**config.mk**
```make
export PLATFORM = sky130hd
export DESIGN_NAME = retirement_trace_port
export DESIGN_NICKNAME = d
export VERILOG_FILES = /design/src/retirement_trace_port_pkg.sv /design/src/retirement_trace_port.sv
export VERILOG_INCLUDE_DIRS = /design/src
export SDC_FILE = /design/constraint.sdc
export NUM_CORES = 1
export LEC_CHECK = 0
export BUFFER_PORTS_ARGS = -buffer_cell sky130_fd_sc_hd__buf_2
export CORE_MARGIN = 4
export CORE_UTILIZATION = 25
export CTS_BUF_LIST = sky130_fd_sc_hd__clkbuf_8
export DETAILED_ROUTE_END_ITERATION = 10
export PLACE_DENSITY = 0.46
export SLEW_MARGIN = 30
export SYNTH_ARGS = -nofsm -noshare
export SYNTH_HDL_FRONTEND = slang
export SYNTH_SLANG_ARGS = --single-unit
```
**constraint.sdc**
```tcl
create_clock -name pclk -period 7.1 [get_ports pclk]
set_input_delay 0.355 -clock pclk [delete_from_list [all_inputs] [get_ports pclk]]
set_output_delay 0.355 -clock pclk [all_outputs]
set_load 0.03 [all_outputs]
```
**src/retirement_trace_port_cfg.svh**
```systemverilog
`ifndef RETIREMENT_TRACE_PORT_CFG_SVH
`define RETIREMENT_TRACE_PORT_CFG_SVH

// register byte offsets
`define RTP_CTRL_OFS 12'h000
`define RTP_ORDER_LO_OFS 12'h004
`define RTP_ORDER_HI_OFS 12'h008
`define RTP_CYCLE_OFS 12'h00c
`define RTP_INSTRET_OFS 12'h010

// control fields and reset value
`define RTP_CTRL_EN_BIT 0
`define RTP_CTRL_HALT_BIT 1
`define RTP_CTRL_RST 2'h1

// trap record field positions
`define RTP_TRAP_BIT 0
`define RTP_TRAP_EXC_BIT 1
`define RTP_TRAP_DBG_BIT 2
`define RTP_TRAP_CAUSE_LSB 3
`define RTP_TRAP_DCAUSE_LSB 9
`define RTP_TRAP_SUB_LSB 12

// handler-entry record field positions
`define RTP_ENTRY_BIT 0
`define RTP_ENTRY_EXC_BIT 1
`define RTP_ENTRY_IRQ_BIT 2
`define RTP_ENTRY_CAUSE_LSB 3

// exception causes
`define RTP_EXC_IAF 6'h01
`define RTP_EXC_ILL 6'h02
`define RTP_EXC_BRK 6'h03
`define RTP_EXC_LAF 6'h05
`define RTP_EXC_SAF 6'h07
`define RTP_EXC_ECALL 6'h0b
`define RTP_EXC_IBUS 6'h30

// halt reason codes and fault subtypes
`define RTP_DBG_BRK 3'h1
`define RTP_DBG_TRIG 3'h2
`define RTP_DBG_STEP 3'h4
`define RTP_SUB_MISAL 2'h0
`define RTP_SUB_ATOMIC 2'h1

`endif

```
**src/retirement_trace_port_pkg.sv**
```systemverilog
package retirement_trace_port_pkg;

    // synchronous fault source reported by the pipeline
    typedef enum logic [3:0]
    {
        TK_NONE = 4'b0000,
        TK_IAF = 4'b0001,
        TK_ILL = 4'b0010,
        TK_BRK = 4'b0011,
        TK_LD_IO = 4'b0100,
        TK_LD_RSV = 4'b0101,
        TK_ST_IO = 4'b0110,
        TK_ST_AMO = 4'b0111,
        TK_ECALL = 4'b1000,
        TK_IBUS = 4'b1001
    } trap_kind_t;

    // what the next reported instruction owes as handler entry
    typedef enum logic [1:0]
    {
        ENTRY_IDLE = 2'b00,
        ENTRY_EXC = 2'b01,
        ENTRY_IRQ = 2'b10
    } entry_state_t;

endpackage

```
**src/retirement_trace_port.sv**
```systemverilog
// Functional notes
// - outputs meaningful only while valid high
// - valid per retire, order plus one
// - other outputs arbitrary while valid low
// - fourteen-bit trap record field layout
// - trap flag on exception or debug entry
// - exception flag non-debug, debug flag debug
// - stepped exception sets both flags
// - side effects and jump next cycle
// - load fault cause 0x05, subtype source
// - store/atomic fault cause 0x07, subtype source
// - illegal 0x02, breakpoint 0x03, subtype zero
// - machine ecall cause 0x0B
// - fetch bus error cause 0x30
// - non-executable fetch cause 0x01
// - halt reasons breakpoint, trigger, step
// - handler-entry record on first handler instruction
// - exception entry record clear for debug traps, interrupt entry kept
// - interrupts fall between instructions
// - next pc ignores async events
// - misaligned address is first sub-transfer
// - counter csrs as one vectorized port
// - counter changes shown as side effects
//
// The register addresses and the APB interface to the registers are this design's own decisions.
`timescale 1ns/100ps
`include "retirement_trace_port_cfg.svh"

module retirement_trace_port
    import retirement_trace_port_pkg::*;
(
    // clock, reset, enable
    input wire logic pclk,
    input wire logic presetn,
    input wire logic ce,
    // apb slave
    input wire logic psel,
    input wire logic penable,
    input wire logic pwrite,
    input wire logic [11:0] paddr,
    input wire logic [31:0] pwdata,
    output logic [31:0] prdata,
    output logic pready,
    output logic pslverr,
    // pipeline retirement side
    input wire logic ret_valid,
    input wire logic [31:0] ret_pc,
    input wire logic [31:0] ret_next_pc,
    input wire logic [31:0] ret_mem_addr,
    input wire trap_kind_t ret_kind,
    input wire logic ret_trigger,
    input wire logic ret_step,
    input wire logic ebreak_to_debug,
    input wire logic in_debug,
    input wire logic irq_taken,
    input wire logic [10:0] irq_cause,
    // trace outputs
    output logic tr_valid,
    output logic [63:0] tr_order,
    output logic [13:0] tr_trap,
    output logic [13:0] tr_intr,
    output logic [31:0] tr_pc_rdata,
    output logic [31:0] tr_pc_wdata,
    output logic [31:0] tr_mem_addr,
    output logic [1:0][31:0] tr_csr_cnt_rmask,
    output logic [1:0][31:0] tr_csr_cnt_wmask,
    output logic [1:0][31:0] tr_csr_cnt_rdata,
    output logic [1:0][31:0] tr_csr_cnt_wdata,
    output logic tr_halt,
    // handler redirect strobe
    output logic trap_redirect
);

    // build one trap record from the pipeline's fault source
    function automatic logic [13:0] build_trap(
        input trap_kind_t kind,
        input logic trig,
        input logic step,
        input logic brk_dbg,
        input logic dbg_mode
    );
        logic [5:0] cause;
        logic [2:0] dcause;
        logic [1:0] sub;
        logic exc;
        logic dbg;
        logic [13:0] rec;
        cause = 6'h00;
        dcause = 3'h0;
        sub = `RTP_SUB_MISAL;
        exc = 1'b0;
        dbg = 1'b0;
        rec = 14'h0000;
        if (trig)
        begin
            // timing-zero trigger fires before the instruction executes
            dbg = 1'b1;
            dcause = `RTP_DBG_TRIG;
        end
        else
        begin
            exc = 1'b1;
            case (kind)
                TK_IAF: cause = `RTP_EXC_IAF;
                TK_ILL: cause = `RTP_EXC_ILL;
                TK_BRK:
                begin
                    if (brk_dbg || dbg_mode)
                    begin
                        // breakpoint into debug, no exception
                        exc = 1'b0;
                        dbg = 1'b1;
                        dcause = `RTP_DBG_BRK;
                    end
                    else
                    begin
                        cause = `RTP_EXC_BRK;
                    end
                end
                TK_LD_IO: cause = `RTP_EXC_LAF;
                TK_LD_RSV:
                begin
                    cause = `RTP_EXC_LAF;
                    sub = `RTP_SUB_ATOMIC;
                end
                TK_ST_IO: cause = `RTP_EXC_SAF;
                TK_ST_AMO:
                begin
                    cause = `RTP_EXC_SAF;
                    sub = `RTP_SUB_ATOMIC;
                end
                TK_ECALL: cause = `RTP_EXC_ECALL;
                TK_IBUS: cause = `RTP_EXC_IBUS;
                default: exc = 1'b0;
            endcase
        end
        if (step && !dbg)
        begin
            // step keeps any exception flag alongside debug
            dbg = 1'b1;
            dcause = `RTP_DBG_STEP;
        end
        rec[`RTP_TRAP_BIT] = exc | dbg;
        rec[`RTP_TRAP_EXC_BIT] = exc;
        rec[`RTP_TRAP_DBG_BIT] = dbg;
        rec[`RTP_TRAP_CAUSE_LSB +: 6] = cause;
        rec[`RTP_TRAP_DCAUSE_LSB +: 3] = dcause;
        rec[`RTP_TRAP_SUB_LSB +: 2] = sub;
        return rec;
    endfunction

    // register state
    logic [1:0] ctrl; // enable and halt
    logic [31:0] cycle_cnt; // free-running cycle counter
    logic [31:0] instret_cnt; // retired instruction counter
    entry_state_t entry_state; // owed handler entry
    logic [10:0] entry_cause; // cause for owed entry

    // combinational helpers
    logic emit; // a record is loaded this cycle and goes out the next
    logic [13:0] next_trap; // record for the current instruction
    logic is_dbg_trap; // current record enters debug
    logic is_exc_trap; // current record takes an exception and does not enter debug
    logic apb_setup; // setup phase of an apb transfer
    logic apb_wr; // completing write
    logic [31:0] next_rdata; // read mux
    logic next_err; // unmapped address
    logic [31:0] next_cycle; // cycle counter after this cycle
    logic [31:0] next_instret; // instret after this instruction

    assign emit = ret_valid && ctrl[`RTP_CTRL_EN_BIT];
    assign next_trap = build_trap(ret_kind, ret_trigger, ret_step, ebreak_to_debug, in_debug);
    assign is_dbg_trap = next_trap[`RTP_TRAP_DBG_BIT];
    assign is_exc_trap = next_trap[`RTP_TRAP_EXC_BIT] && !is_dbg_trap;
    assign apb_setup = psel && !penable && !pready;
    assign apb_wr = psel && penable && pready && pwrite;
    assign next_cycle = cycle_cnt + 32'h0000_0001;
    // trapped instructions do not retire, so they do not count
    assign next_instret = instret_cnt + {31'h0000_0000, !next_trap[`RTP_TRAP_BIT]};

    // apb read mux and decode of unmapped offsets
    always_comb
    begin
        next_rdata = 32'h0000_0000;
        next_err = 1'b0;
        case (paddr)
            `RTP_CTRL_OFS: next_rdata = {30'h0000_0000, ctrl};
            `RTP_ORDER_LO_OFS: next_rdata = tr_order[31:0];
            `RTP_ORDER_HI_OFS: next_rdata = tr_order[63:32];
            `RTP_CYCLE_OFS: next_rdata = cycle_cnt;
            `RTP_INSTRET_OFS: next_rdata = instret_cnt;
            default: next_err = 1'b1;
        endcase
    end

    // apb handshake: ready registered one cycle after setup
    always_ff @(posedge pclk or negedge presetn)
    begin
        if (!presetn)
        begin
            pready <= 1'b0;
            prdata <= 32'h0000_0000;
            pslverr <= 1'b0;
        end
        else if (ce)
        begin
            pready <= apb_setup;
            if (apb_setup)
            begin
                // reads of registers are side-effect free
                prdata <= next_rdata;
                pslverr <= next_err;
            end
        end
    end

    // control register; writes to read-only offsets are dropped
    always_ff @(posedge pclk or negedge presetn)
    begin
        if (!presetn)
        begin
            ctrl <= `RTP_CTRL_RST;
        end
        else if (ce && apb_wr && paddr == `RTP_CTRL_OFS)
        begin
            ctrl <= pwdata[1:0];
        end
    end

    // halt output: a compliant core never locks up, software may force it
    always_ff @(posedge pclk or negedge presetn)
    begin
        if (!presetn)
        begin
            tr_halt <= 1'b0;
        end
        else if (ce)
        begin
            tr_halt <= ctrl[`RTP_CTRL_HALT_BIT];
        end
    end

    // cycle counter advances every enabled clock, instret as a side effect of instructions
    always_ff @(posedge pclk or negedge presetn)
    begin
        if (!presetn)
        begin
            cycle_cnt <= 32'h0000_0000;
            instret_cnt <= 32'h0000_0000;
        end
        else if (ce)
        begin
            cycle_cnt <= next_cycle;
            if (ret_valid)
            begin
                instret_cnt <= next_instret;
            end
        end
    end

    // valid strobe and order counter
    always_ff @(posedge pclk or negedge presetn)
    begin
        if (!presetn)
        begin
            tr_valid <= 1'b0;
            tr_order <= 64'h0000_0000_0000_0000;
        end
        else if (ce)
        begin
            tr_valid <= emit;
            if (emit)
            begin
                tr_order <= tr_order + 64'h0000_0000_0000_0001;
            end
        end
    end

    // record payload; only loaded on emit, stale otherwise
    always_ff @(posedge pclk or negedge presetn)
    begin
        if (!presetn)
        begin
            tr_trap <= 14'h0000;
            tr_pc_rdata <= 32'h0000_0000;
            tr_pc_wdata <= 32'h0000_0000;
            tr_mem_addr <= 32'h0000_0000;
        end
        else if (ce && emit)
        begin
            tr_trap <= next_trap;
            tr_pc_rdata <= ret_pc;
            // prediction from the pipeline, async events not folded in
            tr_pc_wdata <= ret_next_pc;
            // pipeline already hands over the first sub-transfer address
            tr_mem_addr <= ret_mem_addr;
        end
    end

    // counter csr slots: 0 cycle, 1 instret
    genvar gi;
    generate
        for (gi = 0; gi < 2; gi++)
        begin : g_cnt
            logic [31:0] cur; // value before the instruction
            logic [31:0] nxt; // value after the instruction
            assign cur = (gi == 0) ? cycle_cnt : instret_cnt;
            assign nxt = (gi == 0) ? next_cycle : next_instret;
            // counter slot loaded with the record
            always_ff @(posedge pclk or negedge presetn)
            begin
                if (!presetn)
                begin
                    tr_csr_cnt_rmask[gi] <= 32'h0000_0000;
                    tr_csr_cnt_wmask[gi] <= 32'h0000_0000;
                    tr_csr_cnt_rdata[gi] <= 32'h0000_0000;
                    tr_csr_cnt_wdata[gi] <= 32'h0000_0000;
                end
                else if (ce && emit)
                begin
                    tr_csr_cnt_rmask[gi] <= 32'hffff_ffff;
                    tr_csr_cnt_wmask[gi] <= 32'hffff_ffff;
                    tr_csr_cnt_rdata[gi] <= cur;
                    tr_csr_cnt_wdata[gi] <= nxt;
                end
            end
        end
    endgenerate

    // handler-entry bookkeeping; a new cause wins over consumption
    always_ff @(posedge pclk or negedge presetn)
    begin
        if (!presetn)
        begin
            entry_state <= ENTRY_IDLE;
            entry_cause <= 11'h000;
        end
        else if (ce)
        begin
            if (ret_valid && is_exc_trap)
            begin
                entry_state <= ENTRY_EXC;
                entry_cause <= {5'h00, next_trap[`RTP_TRAP_CAUSE_LSB +: 6]};
            end
            else if (irq_taken)
            begin
                // taken between instructions, nothing on the one before
                entry_state <= ENTRY_IRQ;
                entry_cause <= irq_cause;
            end
            else if (ret_valid)
            begin
                entry_state <= ENTRY_IDLE;
            end
        end
    end

    // entry record for the first handler instruction
    always_ff @(posedge pclk or negedge presetn)
    begin
        if (!presetn)
        begin
            tr_intr <= 14'h0000;
        end
        else if (ce && emit)
        begin
            tr_intr <= 14'h0000;
            // debug traps hide an exception entry, not an interrupt one
            case (entry_state)
                ENTRY_EXC:
                begin
                    if (!is_dbg_trap)
                    begin
                        tr_intr[`RTP_ENTRY_BIT] <= 1'b1;
                        tr_intr[`RTP_ENTRY_EXC_BIT] <= 1'b1;
                        tr_intr[`RTP_ENTRY_CAUSE_LSB +: 11] <= entry_cause;
                    end
                end
                ENTRY_IRQ:
                begin
                    tr_intr[`RTP_ENTRY_BIT] <= 1'b1;
                    tr_intr[`RTP_ENTRY_IRQ_BIT] <= 1'b1;
                    tr_intr[`RTP_ENTRY_CAUSE_LSB +: 11] <= entry_cause;
                end
                default: tr_intr <= 14'h0000;
            endcase
        end
    end

    // redirect one cycle after a trapping record goes out
    always_ff @(posedge pclk or negedge presetn)
    begin
        if (!presetn)
        begin
            trap_redirect <= 1'b0;
        end
        else if (ce)
        begin
            trap_redirect <= tr_valid && tr_trap[`RTP_TRAP_BIT];
        end
    end

    // checks
    chk_order_step: assert property (@(posedge pclk) disable iff (!presetn)
        ce && emit |=> tr_valid && tr_order == $past(tr_order) + 64'h0000_0000_0000_0001)
        else $error("order did not advance by one");
    chk_order_hold: assert property (@(posedge pclk) disable iff (!presetn)
        ce && !emit |=> !tr_valid && $stable(tr_order))
        else $error("order moved without a record");
    chk_trap_flag: assert property (@(posedge pclk) disable iff (!presetn)
        tr_valid |-> tr_trap[0] == (tr_trap[1] | tr_trap[2]))
        else $error("trap flag not exception or debug");
    chk_step_both: assert property (@(posedge pclk) disable iff (!presetn)
        ce && emit && ret_step && !ret_trigger && ret_kind == TK_ILL
        |=> tr_trap[2:0] == 3'h7 && tr_trap[11:9] == 3'h4)
        else $error("stepped exception lost a flag");
    chk_redirect: assert property (@(posedge pclk) disable iff (!presetn)
        ce && tr_valid && tr_trap[0] |=> trap_redirect)
        else $error("no redirect after trap record");
    chk_load_rsv: assert property (@(posedge pclk) disable iff (!presetn)
        ce && emit && ret_kind == TK_LD_RSV && !ret_trigger && !ret_step
        |=> tr_trap[8:3] == 6'h05 && tr_trap[13:12] == 2'h1)
        else $error("load reserved fault misreported");
    chk_ecall: assert property (@(posedge pclk) disable iff (!presetn)
        ce && emit && ret_kind == TK_ECALL && !ret_trigger && !ret_step
        |=> tr_trap[8:3] == 6'h0b && tr_trap[13:12] == 2'h0)
        else $error("ecall cause wrong");
    chk_irq_entry: assert property (@(posedge pclk) disable iff (!presetn)
        ce && irq_taken && !(ret_valid && is_exc_trap) ##1 ce && emit && !irq_taken
        |=> tr_intr[2:0] == 3'h5)
        else $error("interrupt entry not flagged");
    chk_cnt_effect: assert property (@(posedge pclk) disable iff (!presetn)
        tr_valid |-> tr_csr_cnt_wdata[0] == tr_csr_cnt_rdata[0] + 32'h0000_0001)
        else $error("cycle side effect wrong");

endmodule // retirement_trace_port

```
# == Word level (Yosys, flattened, before mapping) ==
# Cells that the tools add are included.
# Widths: inputs -> output; s select.
# classes
addsub,3
eq_ne,15
mux,29
n_bitwise,1
reduce_logical,32
# op_table
cell,n
$pmux 32 s5,1
$add 64x1->64 const B,1
$pmux 6 s7,1
$mux 11,3
$add 32x1->32,1
$add 32x1->32 const B,1
$eq 12x4->1 const B,2
$pmux 11 s2,1
$eq 4x3->1 const B,4
$logic_and 1x1->1,13
$eq 12x3->1 const B,1
$eq 12x5->1 const B,1
$logic_not 12->1,1
$mux 1,12
$mux 2,6
$reduce_and 2->1,5
$eq 4x2->1 const B,2
$eq 4x4->1 const B,2
$reduce_or 8->1,1
$mux 3,2
$mux 6,1
$reduce_or 2->1,3
$logic_not 1->1,5
$reduce_or 5->1,1
other kinds (8),9
# totals
reg_bits,433
input_bits,167
output_inout_bits,481
wordCells,102

# == Longest topological paths before layout ==
# logic_depth
depth_word,12
mapped_depth,12
depth_no_buf,11

# == Worst setup path before layout ==
# Ideal clock, no wire load.
# synth_path
kind,reg-to-output
start,"register, netlist name tr_csr_cnt_wmask[32]"
end,output tr_csr_cnt_rmask[10] in the netlist's numbering
t_arrival_ps,2824
slack_ps,3921
path_stages_with_launch,2
path_buffers,1
path_cell_list,dfrtp_1 > buf_4
# synth_lines
item,line_no,text
end: declaration,retirement_trace_port.sv:65,"output logic [1:0][31:0] tr_csr_cnt_rmask,"

# == Worst setup path in the final report ==
# layout_path
start,input ret_trigger
end,register tr_csr_cnt_wdata[58] in the netlist's numbering
# layout_via
elab_chain_cells,7
elab_cells_between_ends,8
cone_classes,1 x add/sub; 3 x mux; 1 x bitwise; 3 x reduce/logical
# layout_lines
item,line_no,text
start: declaration,retirement_trace_port.sv:51,"input wire logic ret_trigger,"
$mux 1,retirement_trace_port.sv:94,if (trig)
$logic_not 1->1,retirement_trace_port.sv:137,if (step && !dbg)
$logic_and 1x1->1,retirement_trace_port.sv:137,
$mux 1,retirement_trace_port.sv:137,
$or 1x1->1 *,retirement_trace_port.sv:143,rec[`RTP_TRAP_BIT] = exc | dbg;
$logic_not 1->1 *,retirement_trace_port.sv:179,"assign next_instret = instret_cnt + {31'h0000_0000, !next_trap[`RTP_TRAP_BIT]};"
$add 32x1->32 *,retirement_trace_port.sv:179,
end signal: indexed assignment,retirement_trace_port.sv:324,tr_csr_cnt_wdata[gi] <= nxt;
end: declaration,retirement_trace_port.sv:68,"output logic [1:0][31:0] tr_csr_cnt_wdata,"
# Every way passes the cells marked *; elsewhere a longest branch is shown, timed or not.
# A chain may end at the register's enable or synchronous reset.

==> flow_summary.yaml <==
outcome:
  status: "complete, no violations"
sta:
  final.setup.tns_ns: 0
  rsz0062_at_grt: "false"
  relSlewSlack_pct: 38.7
  max_slew.worst_pin.slew_ns: 0.919
  fin_skew_ns: 0.0341
  slew_viol_final: 0
  fin_crit_ns: 3.81
  fmax_mhz: 263
  period_share_pct: 53.6
  worst_slack_ns: 3.29
  finalSetupViolCount: 0
  timing_hold_violations_final: 0
clock_tree:
  clkTransAtPathRegs_ns: 0.06
  cts_buffers: 83
  cts_setup_buffers: 0
  root_buffer: "clkbuf_8"
  clockBufferDepth: 3
  clk_latency_ns: 0.67
  htree_levels: 3
  cts_sinks: 431
  cts_tree: "done"
global_routing:
  grt_pass1_wl_mm: 118
  first_global_vias: 17300
  antenna_found_initial: 5
  grtUsageTotal_pct: 18.3
  grt_max_degree: 218
  grt_remaining_overflow: 0
synthesis:
  synth_edf_count: 0
  yosysUniqueCellTypes: 60
  ys_seq_area_share_pct: 53.3
  ys_warn_count: 0
  synth_cells: 2103
  synth_area_sq_mm: 0.0202
  syn_area_per_cell_sq_um: 9.63
  async_flop_share_pct: 100
  synth-main-ff-cell: "dfrtp_1"
  synth-seq-cells: 431
  synth_nets: 2276
routing:
  via_count: 17400
  first_pass_iters: 5
  drc: 0
  vias_per_cell: 4.58
  ant_nets: 0
  drt_wl_total_mm: 81.1
  wl_per_cell_microns: 21.4
  drtIter0Drc: 1323
layout:
  syn_to_final_growth_pct: 30.0
  nets: 2845
  layout_commonest_cell: "nand2_1"
  final_util_pct: 32.7
  final_cell_mix: "nand2_1 (635), buf_2 (615), dfrtp_1 (429), dlygate4sd3_1 (112), clkbuf_8 (104)"
  drive_gt1_share_pct: 29.6
floorplan:
  dieWidth_microns: 293
  fp.dieH_microns: 293
  row_count: 104
  initial_core_util_pct: 25.2
  io_pins: 648
  dieArea_sq_mm: 0.0856
  coreArea_sq_mm: 0.0804
flow_run:
  cap_viol_max_count: 0
power:
  pwr_density_cell_mw_per_mm2: 214
  p_leak_nw: 14.2
  ir_drop_mv: 0.0940
critical_path:
  crit_fanout: 10
  crit_arrival_ns: 4.33
  critical_path_class: "in2reg"
  worstSetupEndpointType: "flop"
  start_kind: "input pin"
  required_ns: 7.63
place:
  post-place-ws_ns: 2.96
  numPortBuffers: 616
  dp_hpwl_mm: 59.6
  globalplace.congestion: 0.872
hold_path:
  hold_path_class: "in2reg"
[layer usage]
metal	global-route usage, %	wire length (microns)	up-vias
met4	7.63	3210	0
met3	3.75	5450	157
li1	-	-	8031
met1	23.3	33400	8503
met5	0	0	-
met2	30.3	39100	688
[metrics by stage]
stage	area (sq um)	instances	hold slack [ns]	power (mW)
6_report	26300	3797	0.106	5.62
5_1_grt	26300	3797	0.0788	5.89
4_1_cts	26300	3795	0.0172	5.74
3_5_place_dp	23400	3534	0.332	2.97
3_3_place_gp	23400	3534	0.325	2.96
2_1_floorplan	20200	2103	0.0594	2.74
[flip-flops by register name (all words and copies together), names as in the netlist, 2 cells and up]
register,count
entry_state,2
ctrl,2
tr_mem_addr,32
tr_order,64
tr_csr_cnt_rdata,64
tr_csr_cnt_wdata,64
cycle_cnt,32
tr_trap,12
prdata,32
tr_intr,14
tr_pc_wdata,32
g_cnt.cur,32
tr_pc_rdata,32
entry_cause,11
[cell families after synthesis]
| group | share of synthesized area [%] |
|---|---|
| simple gates | 21.3 |
| compound gates | 7.11 |
| buf+inv | 7.98 |
| other cells | 0.0185 |
| xor+xnor | 7.87 |
| fa+ha+maj | 0.371 |
| flops | 53.3 |
| mux | 2.04 |
[cells in the mapped netlist, drive strengths merged, types with 4 or more instances]
cell / instances / area share, %
xor2: 88 / 3.8
and4: 11 / 0.48
nand3: 64 / 1.7
dfrtp: 430 / 53
a22o: 50 / 2.2
mux2: 6 / 0.33
o21ai: 78 / 1.9
buf: 172 / 5.8
or3: 4 / 0.12
o22ai: 30 / 0.93
a22oi: 30 / 1.1
clkbuf: 90 / 1.7
nor2b: 6 / 0.19
nor4: 29 / 1.5
or2: 7 / 0.22
nor2: 58 / 1.1
and2: 8 / 0.25
ha: 6 / 0.37
and3: 19 / 0.59
inv: 27 / 0.50
nor3: 33 / 0.84
xnor2: 94 / 4.1
mux2i: 30 / 1.5
nand2: 635 / 12
o31ai: 4 / 0.15
nand4: 53 / 2.0
a21oi: 5 / 0.12
nand2b: 6 / 0.19
[where the power goes]
group,internal (mW),switching [mW]
registers,2.49,0.117
logic,0.149,0.203
clock network,1.51,1.15
[worst paths after layout]
kind | slack, ns | cells past startpoint | end | from
max | 3.29 | 11 | tr_csr_cnt_wdata[58] | ret_trigger
min | 0.11 | 3 | tr_trap[5] | ret_kind[2]
max reg2reg | 4.32 | 7 | tr_csr_cnt_wdata[58] | g_cnt[1].cur[0]
min reg2reg | 0.47 | 2 | tr_intr[2] | tr_intr[2]
max in group asynchronous | 5.30 | 4 | tr_csr_cnt_rdata[62] | presetn
min in group asynchronous | 0.23 | 2 | tr_csr_cnt_rdata[48] | presetn
[critical path, cell delays in order]
cell           delay [ns]
dlygate4sd3_1        0.53
buf_2                0.20
a311oi_1             0.62
nor2b_1              0.37
ha_1                 0.29
ha_1                 0.26
nand3_2              0.23
nor4_4               0.64
nand3_1              0.29
and3_1               0.27
a211o_1              0.26
[cell type report]
type | instances | area [sq um]
fillers | 8376 | 54100
flip-flops and latches | 431 | 10800
multi-input cells | 1383 | 7890
repair buffers | 746 | 4430
clock buffers | 104 | 1430
well taps | 1060 | 1330
clock inverters | 45 | 357
inverters | 27 | 101
diodes | 1 | 2.50
[repair_timing]
action	4_1_cts	5_1_grt
hold endpoints to repair	167	0
hold buffers	112	0
resized for setup	0	0
(Power assumes the default switching activity.)
